File: src/vbs_pkg.sv
package vbs_pkg;
    // -------------------------------------------------------------
    // register offsets
    // -------------------------------------------------------------
    localparam logic [7:0] ADDR_SOFT_ERROR_COUNT = 8'hB3;
    localparam logic [7:0] ADDR_FILTER_COEFF_READBACK = 8'hB6;
    localparam logic [7:0] ADDR_SLICER_LEVEL_READBACK = 8'hB7;
    localparam logic [7:0] ADDR_FRAME_MASK_HIGH = 8'hB8;
    localparam logic [7:0] ADDR_FRAME_MASK_MID = 8'hB9;
    localparam logic [7:0] ADDR_FRAME_MASK_LOW = 8'hBA;
    localparam logic [7:0] ADDR_FRAME_REF_HIGH = 8'hBB;
    localparam logic [7:0] ADDR_FRAME_REF_MID = 8'hBC;
    localparam logic [7:0] ADDR_FRAME_REF_LOW = 8'hBD;
    localparam logic [7:0] ADDR_SERVICE_SELECT = 8'hC9;
    localparam logic [7:0] ADDR_BIT_ERROR_TOLERANCE = 8'hCE;
    localparam logic [7:0] ADDR_LINE_OUTPUT_MODE = 8'hCF;
    // -------------------------------------------------------------
    // reset values
    // -------------------------------------------------------------
    localparam logic [7:0] RST_MASK_BYTE = 8'h00;
    localparam logic [7:0] RST_REF_HIGH = 8'h27;
    localparam logic [7:0] RST_REF_MID = 8'h55;
    localparam logic [7:0] RST_REF_LOW = 8'h55;
    localparam logic [7:0] RST_SERVICE_SELECT = 8'h0D;
    localparam logic [7:0] RST_BIT_ERROR_TOLERANCE = 8'h15;
    localparam logic [7:0] RST_LINE_OUTPUT_MODE = 8'h6B;
    // -------------------------------------------------------------
    // field positions
    // -------------------------------------------------------------
    localparam int SVC_TTX_BIT = 0;
    localparam int SVC_NTSC_BIT = 1;
    localparam int SVC_FULL_BIT = 2;
    localparam int SVC_VPS_BIT = 3;
    localparam int SVC_WSS_BIT = 4;
    localparam int SVC_CC1_BIT = 5;
    localparam int SVC_CC2_BIT = 6;
    localparam int SVC_NOQUIT_BIT = 7;
    localparam int TOL_LOW_LSB = 0;
    localparam int TOL_MID_LSB = 2;
    localparam int TOL_HIGH_LSB = 4;
    localparam int OUT_CNT_MSB = 5;
    localparam int OUT_PAD_BIT = 6;
    localparam int OUT_DUMP_BIT = 7;
    // -------------------------------------------------------------
    // line numbers and counts
    // -------------------------------------------------------------
    localparam logic [9:0] LINE_VPS = 10'h010;
    localparam logic [9:0] LINE_CC = 10'h015;
    localparam logic [9:0] LINE_WSS = 10'h017;
    localparam logic [9:0] TTX_PAL_FIRST = 10'h006;
    localparam logic [9:0] TTX_PAL_LAST = 10'h016;
    localparam logic [9:0] TTX_NTSC_FIRST = 10'h00A;
    localparam logic [9:0] TTX_NTSC_LAST = 10'h014;
    localparam logic [6:0] PAD_TOTAL = 7'h40;
    localparam logic [7:0] FILL_BYTE = 8'h00;
    localparam logic [7:0] SOFT_MAX = 8'hFF;
    localparam logic [5:0] COEFF_FORBIDDEN = 6'h20;
    localparam logic [5:0] COEFF_MOST_NEG = 6'h21;
    // -------------------------------------------------------------
    // framer states
    // -------------------------------------------------------------
    typedef enum logic [4:0] {
        ST_IDLE = 5'h01,
        ST_SEARCH = 5'h02,
        ST_ASSEMBLE = 5'h04,
        ST_PAD = 5'h08,
        ST_DONE = 5'h10
    } vbs_state_t;
endpackage : vbs_pkg

File: src/vbs_frame_match.sv
`timescale 1ns/1ps
module vbs_frame_match
    import vbs_pkg::*;
(
    input wire logic [23:0] i_window,
    input wire logic [23:0] i_ref,
    input wire logic [23:0] i_mask,
    input wire logic [7:0] i_tol,
    output logic o_match
);
    // -------------------------------------------------------------
    // error count per byte
    // -------------------------------------------------------------
    function automatic logic [3:0] vbs_errs(input logic [7:0] diff);
        logic [3:0] n;
        n = 4'h0;
        for (int k = 0; k < 8; k++) begin
            n = n + {3'h0, diff[k]};
        end
        return n;
    endfunction : vbs_errs

    logic [23:0] diff;
    logic [3:0] err_low;
    logic [3:0] err_mid;
    logic [3:0] err_high;

    assign diff = (i_window ^ i_ref) & ~i_mask;
    assign err_low = vbs_errs(diff[7:0]);
    assign err_mid = vbs_errs(diff[15:8]);
    assign err_high = vbs_errs(diff[23:16]);
    // reserved tolerance bits are never looked at
    assign o_match = (err_low <= {2'h0, i_tol[TOL_LOW_LSB +: 2]}) &&
                     (err_mid <= {2'h0, i_tol[TOL_MID_LSB +: 2]}) &&
                     (err_high <= {2'h0, i_tol[TOL_HIGH_LSB +: 2]});
endmodule : vbs_frame_match

File: src/vbs_line_gate.sv
`timescale 1ns/1ps
module vbs_line_gate
    import vbs_pkg::*;
(
    input wire logic [7:0] i_svc,
    input wire logic [9:0] i_line,
    input wire logic i_field2,
    output logic o_enable
);
    logic ttx_hit;
    logic vps_hit;
    logic wss_hit;
    logic cc_hit;

    // ntsc timing moves the teletext line range
    assign ttx_hit = i_svc[SVC_TTX_BIT] && (i_svc[SVC_NTSC_BIT] ?
        (i_line >= TTX_NTSC_FIRST && i_line <= TTX_NTSC_LAST) :
        (i_line >= TTX_PAL_FIRST && i_line <= TTX_PAL_LAST));
    assign vps_hit = i_svc[SVC_VPS_BIT] && (i_line == LINE_VPS);
    assign wss_hit = i_svc[SVC_WSS_BIT] && (i_line == LINE_WSS);
    assign cc_hit = (i_line == LINE_CC) &&
        ((i_svc[SVC_CC1_BIT] && !i_field2) || (i_svc[SVC_CC2_BIT] && i_field2));
    assign o_enable = i_svc[SVC_FULL_BIT] || ttx_hit || vps_hit || wss_hit || cc_hit;
endmodule : vbs_line_gate

File: src/vbs_byte_slicer.sv
`timescale 1ns/1ps
module vbs_byte_slicer
    import vbs_pkg::*;
(
    input wire logic I_CLK_SYS,
    input wire logic I_RESETN,
    // register port
    input wire logic [7:0] I_REG_ADDR,
    input wire logic [7:0] I_REG_WDATA,
    input wire logic I_REG_WR,
    input wire logic I_REG_RD,
    output logic [7:0] O_REG_RDATA,
    // bit slicer front end
    input wire logic I_SAMPLE_VALID,
    input wire logic [7:0] I_SAMPLE,
    input wire logic [5:0] I_COEFF,
    input wire logic [7:0] I_LEVEL,
    input wire logic I_SOFT_FIX,
    // line timing
    input wire logic I_LINE_START,
    input wire logic [9:0] I_LINE_NUM,
    input wire logic I_FIELD2,
    input wire logic I_RUNIN_WIN,
    // service controls
    output logic O_NTSC_MODE,
    output logic O_HQUIT_EN,
    // byte output
    output logic O_BYTE_VALID,
    output logic [7:0] O_BYTE,
    output logic O_BYTE_FRAMED,
    output logic O_LINE_DONE
);
    // -------------------------------------------------------------
    // helpers
    // -------------------------------------------------------------
    function automatic logic [7:0] vbs_abs(input logic [7:0] s);
        logic [7:0] a;
        a = s[7] ? (~s + 8'h01) : s;
        return a;
    endfunction : vbs_abs

    function automatic logic vbs_hit(input logic [7:0] a, input logic [7:0] w);
        return I_REG_WR && (I_REG_ADDR == a) && (w == a);
    endfunction : vbs_hit

    // -------------------------------------------------------------
    // declarations
    // -------------------------------------------------------------
    logic [7:0] mask_high_q;
    logic [7:0] mask_mid_q;
    logic [7:0] mask_low_q;
    logic [7:0] ref_high_q;
    logic [7:0] ref_mid_q;
    logic [7:0] ref_low_q;
    logic [7:0] svc_q;
    logic [7:0] tol_q;
    logic [7:0] mode_q;
    logic [7:0] soft_q;
    logic [7:0] soft_d;
    logic [7:0] rdata_d;
    logic [7:0] rdata_q;
    logic [5:0] coeff_safe;
    logic [23:0] shift_q;
    logic [23:0] ref_word;
    logic [23:0] mask_word;
    logic frame_ok;
    logic line_en;
    logic line_en_q;
    logic dump_q;
    logic framed_q;
    logic new_bit;
    logic bit_strobe;
    logic [2:0] bit_cnt_q;
    logic [7:0] asm_q;
    logic [6:0] emitted_q;
    logic [5:0] want_cnt;
    logic win_q;
    logic win_fall;
    vbs_state_t state_q;
    vbs_state_t state_d;
    logic start_asm;
    logic asm_byte;
    logic byte_valid_q;
    logic [7:0] byte_q;
    logic byte_framed_q;
    logic line_done_q;

    // -------------------------------------------------------------
    // configuration registers
    // -------------------------------------------------------------
    always_ff @(posedge I_CLK_SYS or negedge I_RESETN) begin
        if (!I_RESETN) begin
            ref_high_q <= RST_REF_HIGH;
            ref_mid_q <= RST_REF_MID;
            ref_low_q <= RST_REF_LOW;
        end else begin
            if (vbs_hit(I_REG_ADDR, ADDR_FRAME_REF_HIGH)) begin
                ref_high_q <= I_REG_WDATA;
            end
            if (vbs_hit(I_REG_ADDR, ADDR_FRAME_REF_MID)) begin
                ref_mid_q <= I_REG_WDATA;
            end
            if (vbs_hit(I_REG_ADDR, ADDR_FRAME_REF_LOW)) begin
                ref_low_q <= I_REG_WDATA;
            end
        end
    end

    always_ff @(posedge I_CLK_SYS or negedge I_RESETN) begin
        if (!I_RESETN) begin
            mask_high_q <= RST_MASK_BYTE;
            mask_mid_q <= RST_MASK_BYTE;
            mask_low_q <= RST_MASK_BYTE;
        end else begin
            if (vbs_hit(I_REG_ADDR, ADDR_FRAME_MASK_HIGH)) begin
                mask_high_q <= I_REG_WDATA;
            end
            if (vbs_hit(I_REG_ADDR, ADDR_FRAME_MASK_MID)) begin
                mask_mid_q <= I_REG_WDATA;
            end
            if (vbs_hit(I_REG_ADDR, ADDR_FRAME_MASK_LOW)) begin
                mask_low_q <= I_REG_WDATA;
            end
        end
    end

    always_ff @(posedge I_CLK_SYS or negedge I_RESETN) begin
        if (!I_RESETN) begin
            svc_q <= RST_SERVICE_SELECT;
            tol_q <= RST_BIT_ERROR_TOLERANCE;
            mode_q <= RST_LINE_OUTPUT_MODE;
        end else begin
            if (vbs_hit(I_REG_ADDR, ADDR_SERVICE_SELECT)) begin
                svc_q <= I_REG_WDATA;
            end
            // upper bits are stored but unused, host keeps them zero
            if (vbs_hit(I_REG_ADDR, ADDR_BIT_ERROR_TOLERANCE)) begin
                tol_q <= I_REG_WDATA;
            end
            if (vbs_hit(I_REG_ADDR, ADDR_LINE_OUTPUT_MODE)) begin
                mode_q <= I_REG_WDATA;
            end
        end
    end

    assign O_NTSC_MODE = svc_q[SVC_NTSC_BIT];
    assign O_HQUIT_EN = !svc_q[SVC_NOQUIT_BIT];

    // -------------------------------------------------------------
    // soft error counter
    // -------------------------------------------------------------
    // a repair in the read cycle counts into the fresh value, never lost
    always_comb begin
        soft_d = soft_q;
        if (I_REG_RD && I_REG_ADDR == ADDR_SOFT_ERROR_COUNT) begin
            soft_d = 8'h00;
        end
        if (I_SOFT_FIX && soft_d != SOFT_MAX) begin
            soft_d = soft_d + 8'h01;
        end
    end

    always_ff @(posedge I_CLK_SYS or negedge I_RESETN) begin
        if (!I_RESETN) begin
            soft_q <= 8'h00;
        end else begin
            soft_q <= soft_d;
        end
    end

    // -------------------------------------------------------------
    // read path
    // -------------------------------------------------------------
    // the forbidden code is shown as the most negative legal one
    assign coeff_safe = (I_COEFF == COEFF_FORBIDDEN) ? COEFF_MOST_NEG : I_COEFF;

    always_comb begin
        rdata_d = 8'h00;
        case (I_REG_ADDR)
            ADDR_SOFT_ERROR_COUNT: begin
                rdata_d = soft_q;
            end
            ADDR_FILTER_COEFF_READBACK: begin
                rdata_d = {{2{coeff_safe[5]}}, coeff_safe};
            end
            ADDR_SLICER_LEVEL_READBACK: begin
                rdata_d = I_LEVEL;
            end
            default: begin
                rdata_d = 8'h00;
            end
        endcase
    end

    always_ff @(posedge I_CLK_SYS or negedge I_RESETN) begin
        if (!I_RESETN) begin
            rdata_q <= 8'h00;
        end else if (I_REG_RD) begin
            rdata_q <= rdata_d;
        end
    end

    assign O_REG_RDATA = rdata_q;

    // -------------------------------------------------------------
    // slicing and framing search
    // -------------------------------------------------------------
    assign new_bit = vbs_abs(I_SAMPLE) > I_LEVEL;
    assign bit_strobe = I_SAMPLE_VALID;
    assign ref_word = {ref_high_q, ref_mid_q, ref_low_q};
    assign mask_word = {mask_high_q, mask_mid_q, mask_low_q};

    // oldest bit ends up at bit 0 after 24 shifts
    always_ff @(posedge I_CLK_SYS or negedge I_RESETN) begin
        if (!I_RESETN) begin
            shift_q <= 24'h000000;
        end else if (I_LINE_START) begin
            shift_q <= 24'h000000;
        end else if (bit_strobe) begin
            shift_q <= {new_bit, shift_q[23:1]};
        end
    end

    vbs_frame_match u_match (
        .i_window(shift_q),
        .i_ref(ref_word),
        .i_mask(mask_word),
        .i_tol(tol_q),
        .o_match(frame_ok)
    );

    vbs_line_gate u_gate (
        .i_svc(svc_q),
        .i_line(I_LINE_NUM),
        .i_field2(I_FIELD2),
        .o_enable(line_en)
    );

    always_ff @(posedge I_CLK_SYS or negedge I_RESETN) begin
        if (!I_RESETN) begin
            win_q <= 1'b0;
            line_en_q <= 1'b0;
            dump_q <= 1'b0;
        end else begin
            win_q <= I_RUNIN_WIN;
            if (I_LINE_START) begin
                line_en_q <= line_en;
                dump_q <= mode_q[OUT_DUMP_BIT];
            end
        end
    end

    assign win_fall = win_q && !I_RUNIN_WIN;
    // byte count of zero is read as one so the framing byte still goes out
    assign want_cnt = (mode_q[OUT_CNT_MSB:0] == 6'h00) ? 6'h01 : mode_q[OUT_CNT_MSB:0];

    // -------------------------------------------------------------
    // framer state machine
    // -------------------------------------------------------------
    assign start_asm = (state_q == ST_SEARCH) && I_RUNIN_WIN && frame_ok && line_en_q;
    assign asm_byte = (state_q == ST_ASSEMBLE) && bit_strobe && (bit_cnt_q == 3'h7);

    always_comb begin
        state_d = state_q;
        case (state_q)
            ST_IDLE: begin
                state_d = ST_IDLE;
            end
            ST_SEARCH: begin
                if (start_asm) begin
                    state_d = (want_cnt != 6'h01) ? ST_ASSEMBLE :
                        (mode_q[OUT_PAD_BIT] ? ST_PAD : ST_DONE);
                end else if (win_fall) begin
                    // dump mode outputs raw bytes of lines without a code
                    state_d = dump_q ? ST_ASSEMBLE : ST_DONE;
                end
            end
            ST_ASSEMBLE: begin
                if (asm_byte && emitted_q + 7'h01 >= {1'b0, want_cnt}) begin
                    state_d = mode_q[OUT_PAD_BIT] ? ST_PAD : ST_DONE;
                end
            end
            ST_PAD: begin
                if (emitted_q + 7'h01 >= PAD_TOTAL) begin
                    state_d = ST_DONE;
                end
            end
            ST_DONE: begin
                state_d = ST_DONE;
            end
            default: begin
                state_d = ST_IDLE;
            end
        endcase
        if (I_LINE_START) begin
            state_d = (line_en || mode_q[OUT_DUMP_BIT]) ? ST_SEARCH : ST_IDLE;
        end
    end

    always_ff @(posedge I_CLK_SYS or negedge I_RESETN) begin
        if (!I_RESETN) begin
            state_q <= ST_IDLE;
        end else begin
            state_q <= state_d;
        end
    end

    // -------------------------------------------------------------
    // byte assembly
    // -------------------------------------------------------------
    always_ff @(posedge I_CLK_SYS or negedge I_RESETN) begin
        if (!I_RESETN) begin
            bit_cnt_q <= 3'h0;
            asm_q <= 8'h00;
            framed_q <= 1'b0;
        end else if (I_LINE_START) begin
            bit_cnt_q <= 3'h0;
            framed_q <= 1'b0;
        end else if (start_asm) begin
            bit_cnt_q <= 3'h0;
            framed_q <= 1'b1;
        end else if (state_q == ST_ASSEMBLE && bit_strobe) begin
            asm_q <= {new_bit, asm_q[7:1]};
            bit_cnt_q <= bit_cnt_q + 3'h1;
        end
    end

    // the framing byte counts as the first output byte of a framed line
    always_ff @(posedge I_CLK_SYS or negedge I_RESETN) begin
        if (!I_RESETN) begin
            emitted_q <= 7'h00;
        end else if (I_LINE_START) begin
            emitted_q <= 7'h00;
        end else if (start_asm || asm_byte || state_q == ST_PAD) begin
            emitted_q <= emitted_q + 7'h01;
        end
    end

    always_ff @(posedge I_CLK_SYS or negedge I_RESETN) begin
        if (!I_RESETN) begin
            byte_valid_q <= 1'b0;
            byte_q <= 8'h00;
            byte_framed_q <= 1'b0;
        end else begin
            byte_valid_q <= 1'b0;
            if (start_asm) begin
                byte_valid_q <= 1'b1;
                byte_q <= shift_q[23:16];
                byte_framed_q <= 1'b1;
            end else if (asm_byte) begin
                byte_valid_q <= 1'b1;
                byte_q <= {new_bit, asm_q[7:1]};
                byte_framed_q <= framed_q;
            end else if (state_q == ST_PAD) begin
                byte_valid_q <= 1'b1;
                byte_q <= FILL_BYTE;
                byte_framed_q <= framed_q;
            end
        end
    end

    always_ff @(posedge I_CLK_SYS or negedge I_RESETN) begin
        if (!I_RESETN) begin
            line_done_q <= 1'b0;
        end else begin
            line_done_q <= (state_q != ST_DONE) && (state_d == ST_DONE) && !I_LINE_START;
        end
    end

    assign O_BYTE_VALID = byte_valid_q;
    assign O_BYTE = byte_q;
    assign O_BYTE_FRAMED = byte_framed_q;
    assign O_LINE_DONE = line_done_q;
endmodule : vbs_byte_slicer

File: config.mk
export PLATFORM = sky130hd
export DESIGN_NAME = vbs_byte_slicer
export DESIGN_NICKNAME = d
export VERILOG_FILES = /design/src/vbs_pkg.sv /design/src/vbs_frame_match.sv /design/src/vbs_line_gate.sv /design/src/vbs_byte_slicer.sv
export SDC_FILE = /design/constraint.sdc
export NUM_CORES = 1
export LEC_CHECK = 0
export BUFFER_PORTS_ARGS = -buffer_cell sky130_fd_sc_hd__buf_2
export CAP_MARGIN = 25
export CORE_MARGIN = 8
export CORE_UTILIZATION = 33
export CTS_BUF_LIST = sky130_fd_sc_hd__clkbuf_8
export DETAILED_ROUTE_END_ITERATION = 12
export GPL_ROUTABILITY_DRIVEN = 0
export SYNTH_ARGS = -nofsm -noshare
export SYNTH_HDL_FRONTEND = slang
export SYNTH_SLANG_ARGS = --single-unit
File: constraint.sdc
create_clock -name I_CLK_SYS -period 6.25 [get_ports I_CLK_SYS]
set_clock_uncertainty 0.2 [all_clocks]
set_input_delay 1.25 -clock I_CLK_SYS [delete_from_list [all_inputs] [get_ports I_CLK_SYS]]
set_output_delay 1.25 -clock I_CLK_SYS [all_outputs]
set_load 0.02 [all_outputs]
Word-level counts from Yosys, hierarchy flattened. Index checks and enable logic that the tools add are counted.

Register bits: 148. Output and inout bits: 21. Word-level logic and storage cells: 174.

Add/sub/neg operators: 25. Order comparisons: 10. Eq/ne operators: 25. Muxes and demuxes: 35. Bitwise gates (word level): 6. Reduce and logical (&&, ||, !) cells: 49.

Operators by type and width (count): $add 4x1->4 (18); $eq 8x8->1 const A (9); $mux 24 (2); $mux 8 (6); $mux 5 (8); $eq 10x5->1 const B (3); $logic_and 1x1->1 (30); $and 24x24->24 (1); $eq 8x8->1 const B (3); $not 24->24 (1); $pmux 8 s3 (1); $xor 24x24->24 (1); $le 10x5->1 const B (2); $pmux 5 s4 (1); $add 8x1->8 const B (2); $mux 7 (2); $le 4x2->1 (3); $mux 6 (2); $eq 5x5->1 const B (2); $ge 10x3->1 const B (1); $ge 10x4->1 const B (1); $mux 1 (9); $mux 3 (3); $gt 8x8->1 (1); other kinds (22) (38).

Logic depth before layout (Yosys ltp).
Depth in word-level cells: 20. Depth in mapped cells: 19. Depth with buffers taken out: 19.

By module. Synthesis repeated with hierarchy kept, for this count alone.

Cells, all modules: 726. Area total of the unflattened synthesis: 8022.7 µm².

By module, submodules not included: vbs_byte_slicer (instances 1, cells each 594, area each 6936.7 µm², sequential area each 3758.6 µm²); vbs_frame_match (instances 1, cells each 112, area each 947.2 µm², sequential area each 0.0 µm²); vbs_line_gate (instances 1, cells each 20, area each 138.9 µm², sequential area each 0.0 µm²).

Worst setup path after synthesis. Ideal clock, no wire load.

Path kind: register to register. Start: register ref_mid_q[0]. End: register byte_q[6], in the netlist O_BYTE[6]. Setup time: 0.126 ns. Arrival time: 4.948 ns. Slack: 0.976 ns. Cell stages (with the launch flop): 20. Cell sequence: dfstp_2 -> xnor2_1 -> nor2_1 -> ha_1 -> inv_1 -> fa_1 -> inv_1 -> fa_1 -> inv_1 -> fa_1 -> fa_1 -> inv_1 -> ha_1 -> nor2b_1 -> a2bb2oi_1 -> or4_1 -> nor2_2 -> buf_2 -> nor2_1 -> a221o_1.

Cells in the longest elaborated chain, start to end: 15. Elaborated cells on any way between the ends: 16.

Ends and longest elaborated chain: start: declaration (RTL line vbs_byte_slicer.sv:53) `logic [7:0] ref_mid_q;`; start signal: assignment (RTL line vbs_byte_slicer.sv:94) `ref_mid_q <= RST_REF_MID;`; start signal: assignment (RTL line vbs_byte_slicer.sv:101) `ref_mid_q <= I_REG_WDATA;`; $xor 24x24->24 (*) (RTL line vbs_frame_match.sv:28) `assign diff = (i_window ^ i_ref) & ~i_mask;`; $and 24x24->24 (*) (RTL line vbs_frame_match.sv:28); $add 1x1->2 (*) (RTL line vbs_frame_match.sv:18) `n = n + {3'h0, diff[k]};`; $add 4x1->4 (*) (6 in a row) (RTL line vbs_frame_match.sv:18); $le 4x2->1 (*) (RTL line vbs_frame_match.sv:34) `(err_mid <= {2'h0, i_tol[TOL_MID_LSB +: 2]}) &&`; $logic_and 1x1->1 (*) (RTL line vbs_frame_match.sv:33) `assign o_match = (err_low <= {2'h0, i_tol[TOL_LOW_LSB +: 2]}) &&`; $logic_and 1x1->1 (*) (RTL line vbs_frame_match.sv:34); $logic_and 1x1->1 (*) (2 in a row) (RTL line vbs_byte_slicer.sv:260) `assign start_asm = (state_q == ST_SEARCH) && I_RUNIN_WIN && frame_ok && line_en_q;`; $reduce_bool 3->1 (no source line) or $mux 8 (tied branches); end signal: assignment (RTL line vbs_byte_slicer.sv:348) `byte_q <= shift_q[23:16];`; end signal: assignment (RTL line vbs_byte_slicer.sv:352) `byte_q <= {new_bit, asm_q[7:1]};`; end: declaration (RTL line vbs_byte_slicer.sv:84) `logic [7:0] byte_q;`.

Mark *: on every way between the ends. The rest lies on a longest branch, timed or not. A chain may end at the register's enable or synchronous reset.

Final worst setup path.
Start: register ref_mid_q[0]. End: register byte_q[3], in the netlist O_BYTE[3].

Same word-level chain as after synthesis.

==> metrics.md <==
| Metric | Value |
|---|---|
| Startpoint of the most critical setup path | ref_mid_q[0] |
| Area growth, synth to finish | 15.5% |
| Number of DRC violations after detailed routing | 0 |
| Critical Path AT | 5.73 ns |
| Slack of the worst reg-to-reg path | 0.65 ns |
| Post-Syn Area | 7870 um2 |
| Detailed Route Iter0 Violations | 198 |
| Pin count of the biggest net entering global routing | 114 |
| Number of library cell types mapped by synthesis | 62 |
| Switching part of the total | 26.3% |
| I/O pin count | 78 |
| Number of levels the H-tree was split into | 4 |
| Root Driver | sky130_fd_sc_hd__clkbuf_8 |
| Number of endpoints with negative hold slack in the final report | 0 |
| Kind of cell adding the most delay to the critical path | adder cells |
| Number of antenna violations at the first check in global routing | 0 |
| Worst vdd rail ir drop | 0.000129 V |
| Part of the total power dissipated in combinational logic | 12.6% |
| Total vias in the final route | 5351 |
| Fraction of registers with async set/reset | 100% |
| Share of the yosys chip area belonging to registers | 47.1% |
| # placed instances | 1097 |
| Final Critical Period | 5.60 ns |
| WP data required | 6.38 ns |
| Number of stages on the worst hold path | 1 |
| Start point of the worst hold path | mask_low_q[3] |
| Drt total wl | 17.7 mm |
| Clock latency of the later-clocked register in the worst-skew pair | 0.45 ns |
| Avg WL per Cell | 15.6 um |
| Overall Global Routing Usage | 12.8% |
| Biggest cell delay along the critical path | 0.58 ns |
| Final cell count without fillers | 1132 |
| Cell area after layout | 9090 um2 |
| Inserted Clock Buffers | 17 |
| Die Area | 29000 um2 |
| Placement Setup Slack | 0.652 ns |
| Share of post-route cells with drive strength above 1 | 28.7% |
| Crit path setup slack, layout | 0.651 ns |
| Antenna cell count | 0 |
| Site row count | 56 |
| Cell accounting for the most synthesized area | sky130_fd_sc_hd__dfrtp_1 |
| FF+latch count, synth | 147 |
| Worst Path Max Fanout | 19 |
| Via density | 4.73 |
| Hold-fix buffers, CTS | 0 |
| Most repeated cell in the gate-level netlist after synthesis | sky130_fd_sc_hd__dfrtp_1 |
| Cell with the largest stage delay on the worst path | sky130_fd_sc_hd__nor2_2 |
| Post-CTS setup-driven buffer insertion count | 0 |
| Clock share of power | 38.6% |
| Global-route wire length before repair | 29.4 mm |
| Antenna viol nets, final | 0 |
| Area share of the largest cell type after synthesis | 39.1% |
| Largest buffer count on any clock path | 2 |
| Synthesized net count | 819 |
| Total negative setup slack | 0 ns |
| Crit Path Category | reg -> reg |
| Width of the chip | 170 um |
| Int Power | 1580 uW |
| Starting Density | 33.5% |
| Endpoint kind of the worst setup timing path | flop |
| Max-slew violation count | 0 |
| Tightest Hold Check Type | reg -> reg |
| Clk pin slew, worst setup/hold paths | 0.08 ns |
| Resized cells post-CTS | 0 |
| RSZ-0062 raised after global routing | false |
| Die span in y | 170 um |
| Fraction of the cycle the final worst path needs | 89.6% |
| Endpoint of the most critical register-to-register path | O_BYTE[3] |
| Length of the first detailed-routing pass in iterations | 4 |
| Max_cap viols | 0 |
| Worst reg-to-reg path cell count | 18 |
| Via count of the first global-routing pass | 5567 |
| HPWL after detailed placement | 12.9 mm |
| Port Buffers | 77 |
| CTS tree | built |
| Avg Synthesized Cell Area | 11.0 um2 |
| Primary FF master, synth | sky130_fd_sc_hd__dfrtp_1 |
| Total power density per cell area | 236 nW/um2 |
| Crit path launch type | flop |
| Top post-synthesis cells by count | sky130_fd_sc_hd__dfrtp_1, sky130_fd_sc_hd__nor2_1, sky130_fd_sc_hd__mux2_2 |
| Critical Path, Cell by Cell | xnor2_1 > nor2_1 > ha_1 > inv_1 > fa_1 > inv_1 > fa_1 > inv_1 > fa_1 > fa_1 > inv_1 > ha_1 > nor2b_1 > a2bb2oi_1 > or4_1 > nor2_2 > nor2_1 > a221o_2 |
| FMAX | 179 MHz |
| Number of flops mapped to enable cells by yosys | 0 |
| # nets final | 903 |
| Sequential power share | 48.8% |
| Transition time of the tightest slew-check pin | 1.01 ns |
| Post-layout util | 38.7% |
| Biggest area contributors in the synthesized netlist | sky130_fd_sc_hd__dfrtp_1, sky130_fd_sc_hd__mux2_2, sky130_fd_sc_hd__dfstp_2 |
| Max-slew headroom at the worst pin | 32.1% |
| Status | completed |
| Count of synthesis-stage warnings from yosys | 0 |
| Final setup violation count | 0 |
| Standby leakage power | 0.00440 uW |
| Core area | 23500 um2 |
| Count of mapped cells out of synthesis | 716 |
| Net load switching power | 564 uW |
| Total gr overflow | 0 |
| CTS Sinks | 147 |
| CP bufs+invs | 4 |
| FF-to-FF Start | ref_mid_q[0] |
| Capture endpoint of the worst hold path | mask_low_q[3] |
| Dpl cell area | 8610 um2 |
==> cell type report <==
| cell class | count | area, um2 |
|---|---|---|
| clock inverter | 13 | 184 |
| clock buffer | 19 | 262 |
| sequential | 147 | 3710 |
| inverter | 42 | 158 |
| timing repair buffer | 83 | 454 |
| multi-input combinational | 509 | 3930 |
| tap | 319 | 399 |
| fill | 2312 | 14400 |
==> metrics by stage <==
| stage | hold WS (ns) | power (uW) |
|---|---|---|
| 2_1_floorplan | 0.266 | 1230 |
| 3_3_place_gp | 0.278 | 1340 |
| 3_5_place_dp | 0.287 | 1340 |
| 4_1_cts | 0.305 | 2170 |
| 5_1_grt | 0.318 | 2260 |
| 6_report | 0.301 | 2150 |
==> flip-flops by register name, summed over array words and instances (netlist names), 3 cells and up <==
signal	flops
shift_q	24
O_BYTE	8
O_REG_RDATA	8
mask_high_q	8
mask_low_q	8
mask_mid_q	8
mode_q	8
ref_high_q	8
ref_low_q	8
ref_mid_q	8
soft_q	8
svc_q	8
asm_q	7
emitted_q	7
tol_q	6
state_q	5
bit_cnt_q	3
==> worst max path at each step <==
| stage | end | slack (ns) | cells past startpoint |
|---|---|---|---|
| 3_3_place_gp | O_BYTE[5] | 0.75 | 18 |
| 3_5_place_dp | O_BYTE[3] | 0.65 | 18 |
| 4_1_cts | O_BYTE[3] | 0.64 | 18 |
| 2_1_floorplan | O_BYTE[6] | 0.98 | 19 |
| 6_report | O_BYTE[3] | 0.65 | 18 |
| 5_1_grt | O_BYTE[3] | 0.36 | 18 |
==> placed cells by master (no fill, tap or decap), drive strengths merged, types with 12 or more instances in the layout <==
cell type	synthesis	final
dfrtp	123	123
nor2	85	85
buf	7	81
mux2	78	78
nand2	44	44
inv	41	42
ha	34	34
mux2i	28	28
o21ai	27	27
xnor2	25	25
a21oi	25	25
dfstp	24	24
nand2b	23	23
clkbuf	11	21
xor2	19	19
nor2b	12	12
fa	12	12
==> cells by family after synthesis <==
logic type | count (synthesis) | synth area share (%)
buffers and inverters | 60 | 3.00
adders and majority gates | 47 | 8.58
xor gates and xnor gates | 44 | 4.90
muxes | 106 | 14.7
and+or+nand+nor | 219 | 13.8
AOI/OAI and AO/OA | 93 | 7.88
DFF | 147 | 47.1
==> power groups by stage <==
stage / logic, uW / registers, uW / clock network, uW
6_report: 271 / 1050 / 829
3_3_place_gp: 270 / 1070 / 0
2_1_floorplan: 175 / 1060 / 0
3_5_place_dp: 274 / 1070 / 0
4_1_cts: 276 / 1050 / 851
5_1_grt: 310 / 1060 / 894
==> metal layers <==
layer  GRT usage, %  routed length [um]  vias to the layer above
met5              0                   0                        -
met4           3.43                 144                        0
met3           2.99                 592                        9
met2           20.5                8250                       59
met1           17.2                8720                     2631
li1               -                   -                     2652
(Power assumes the default switching activity.)
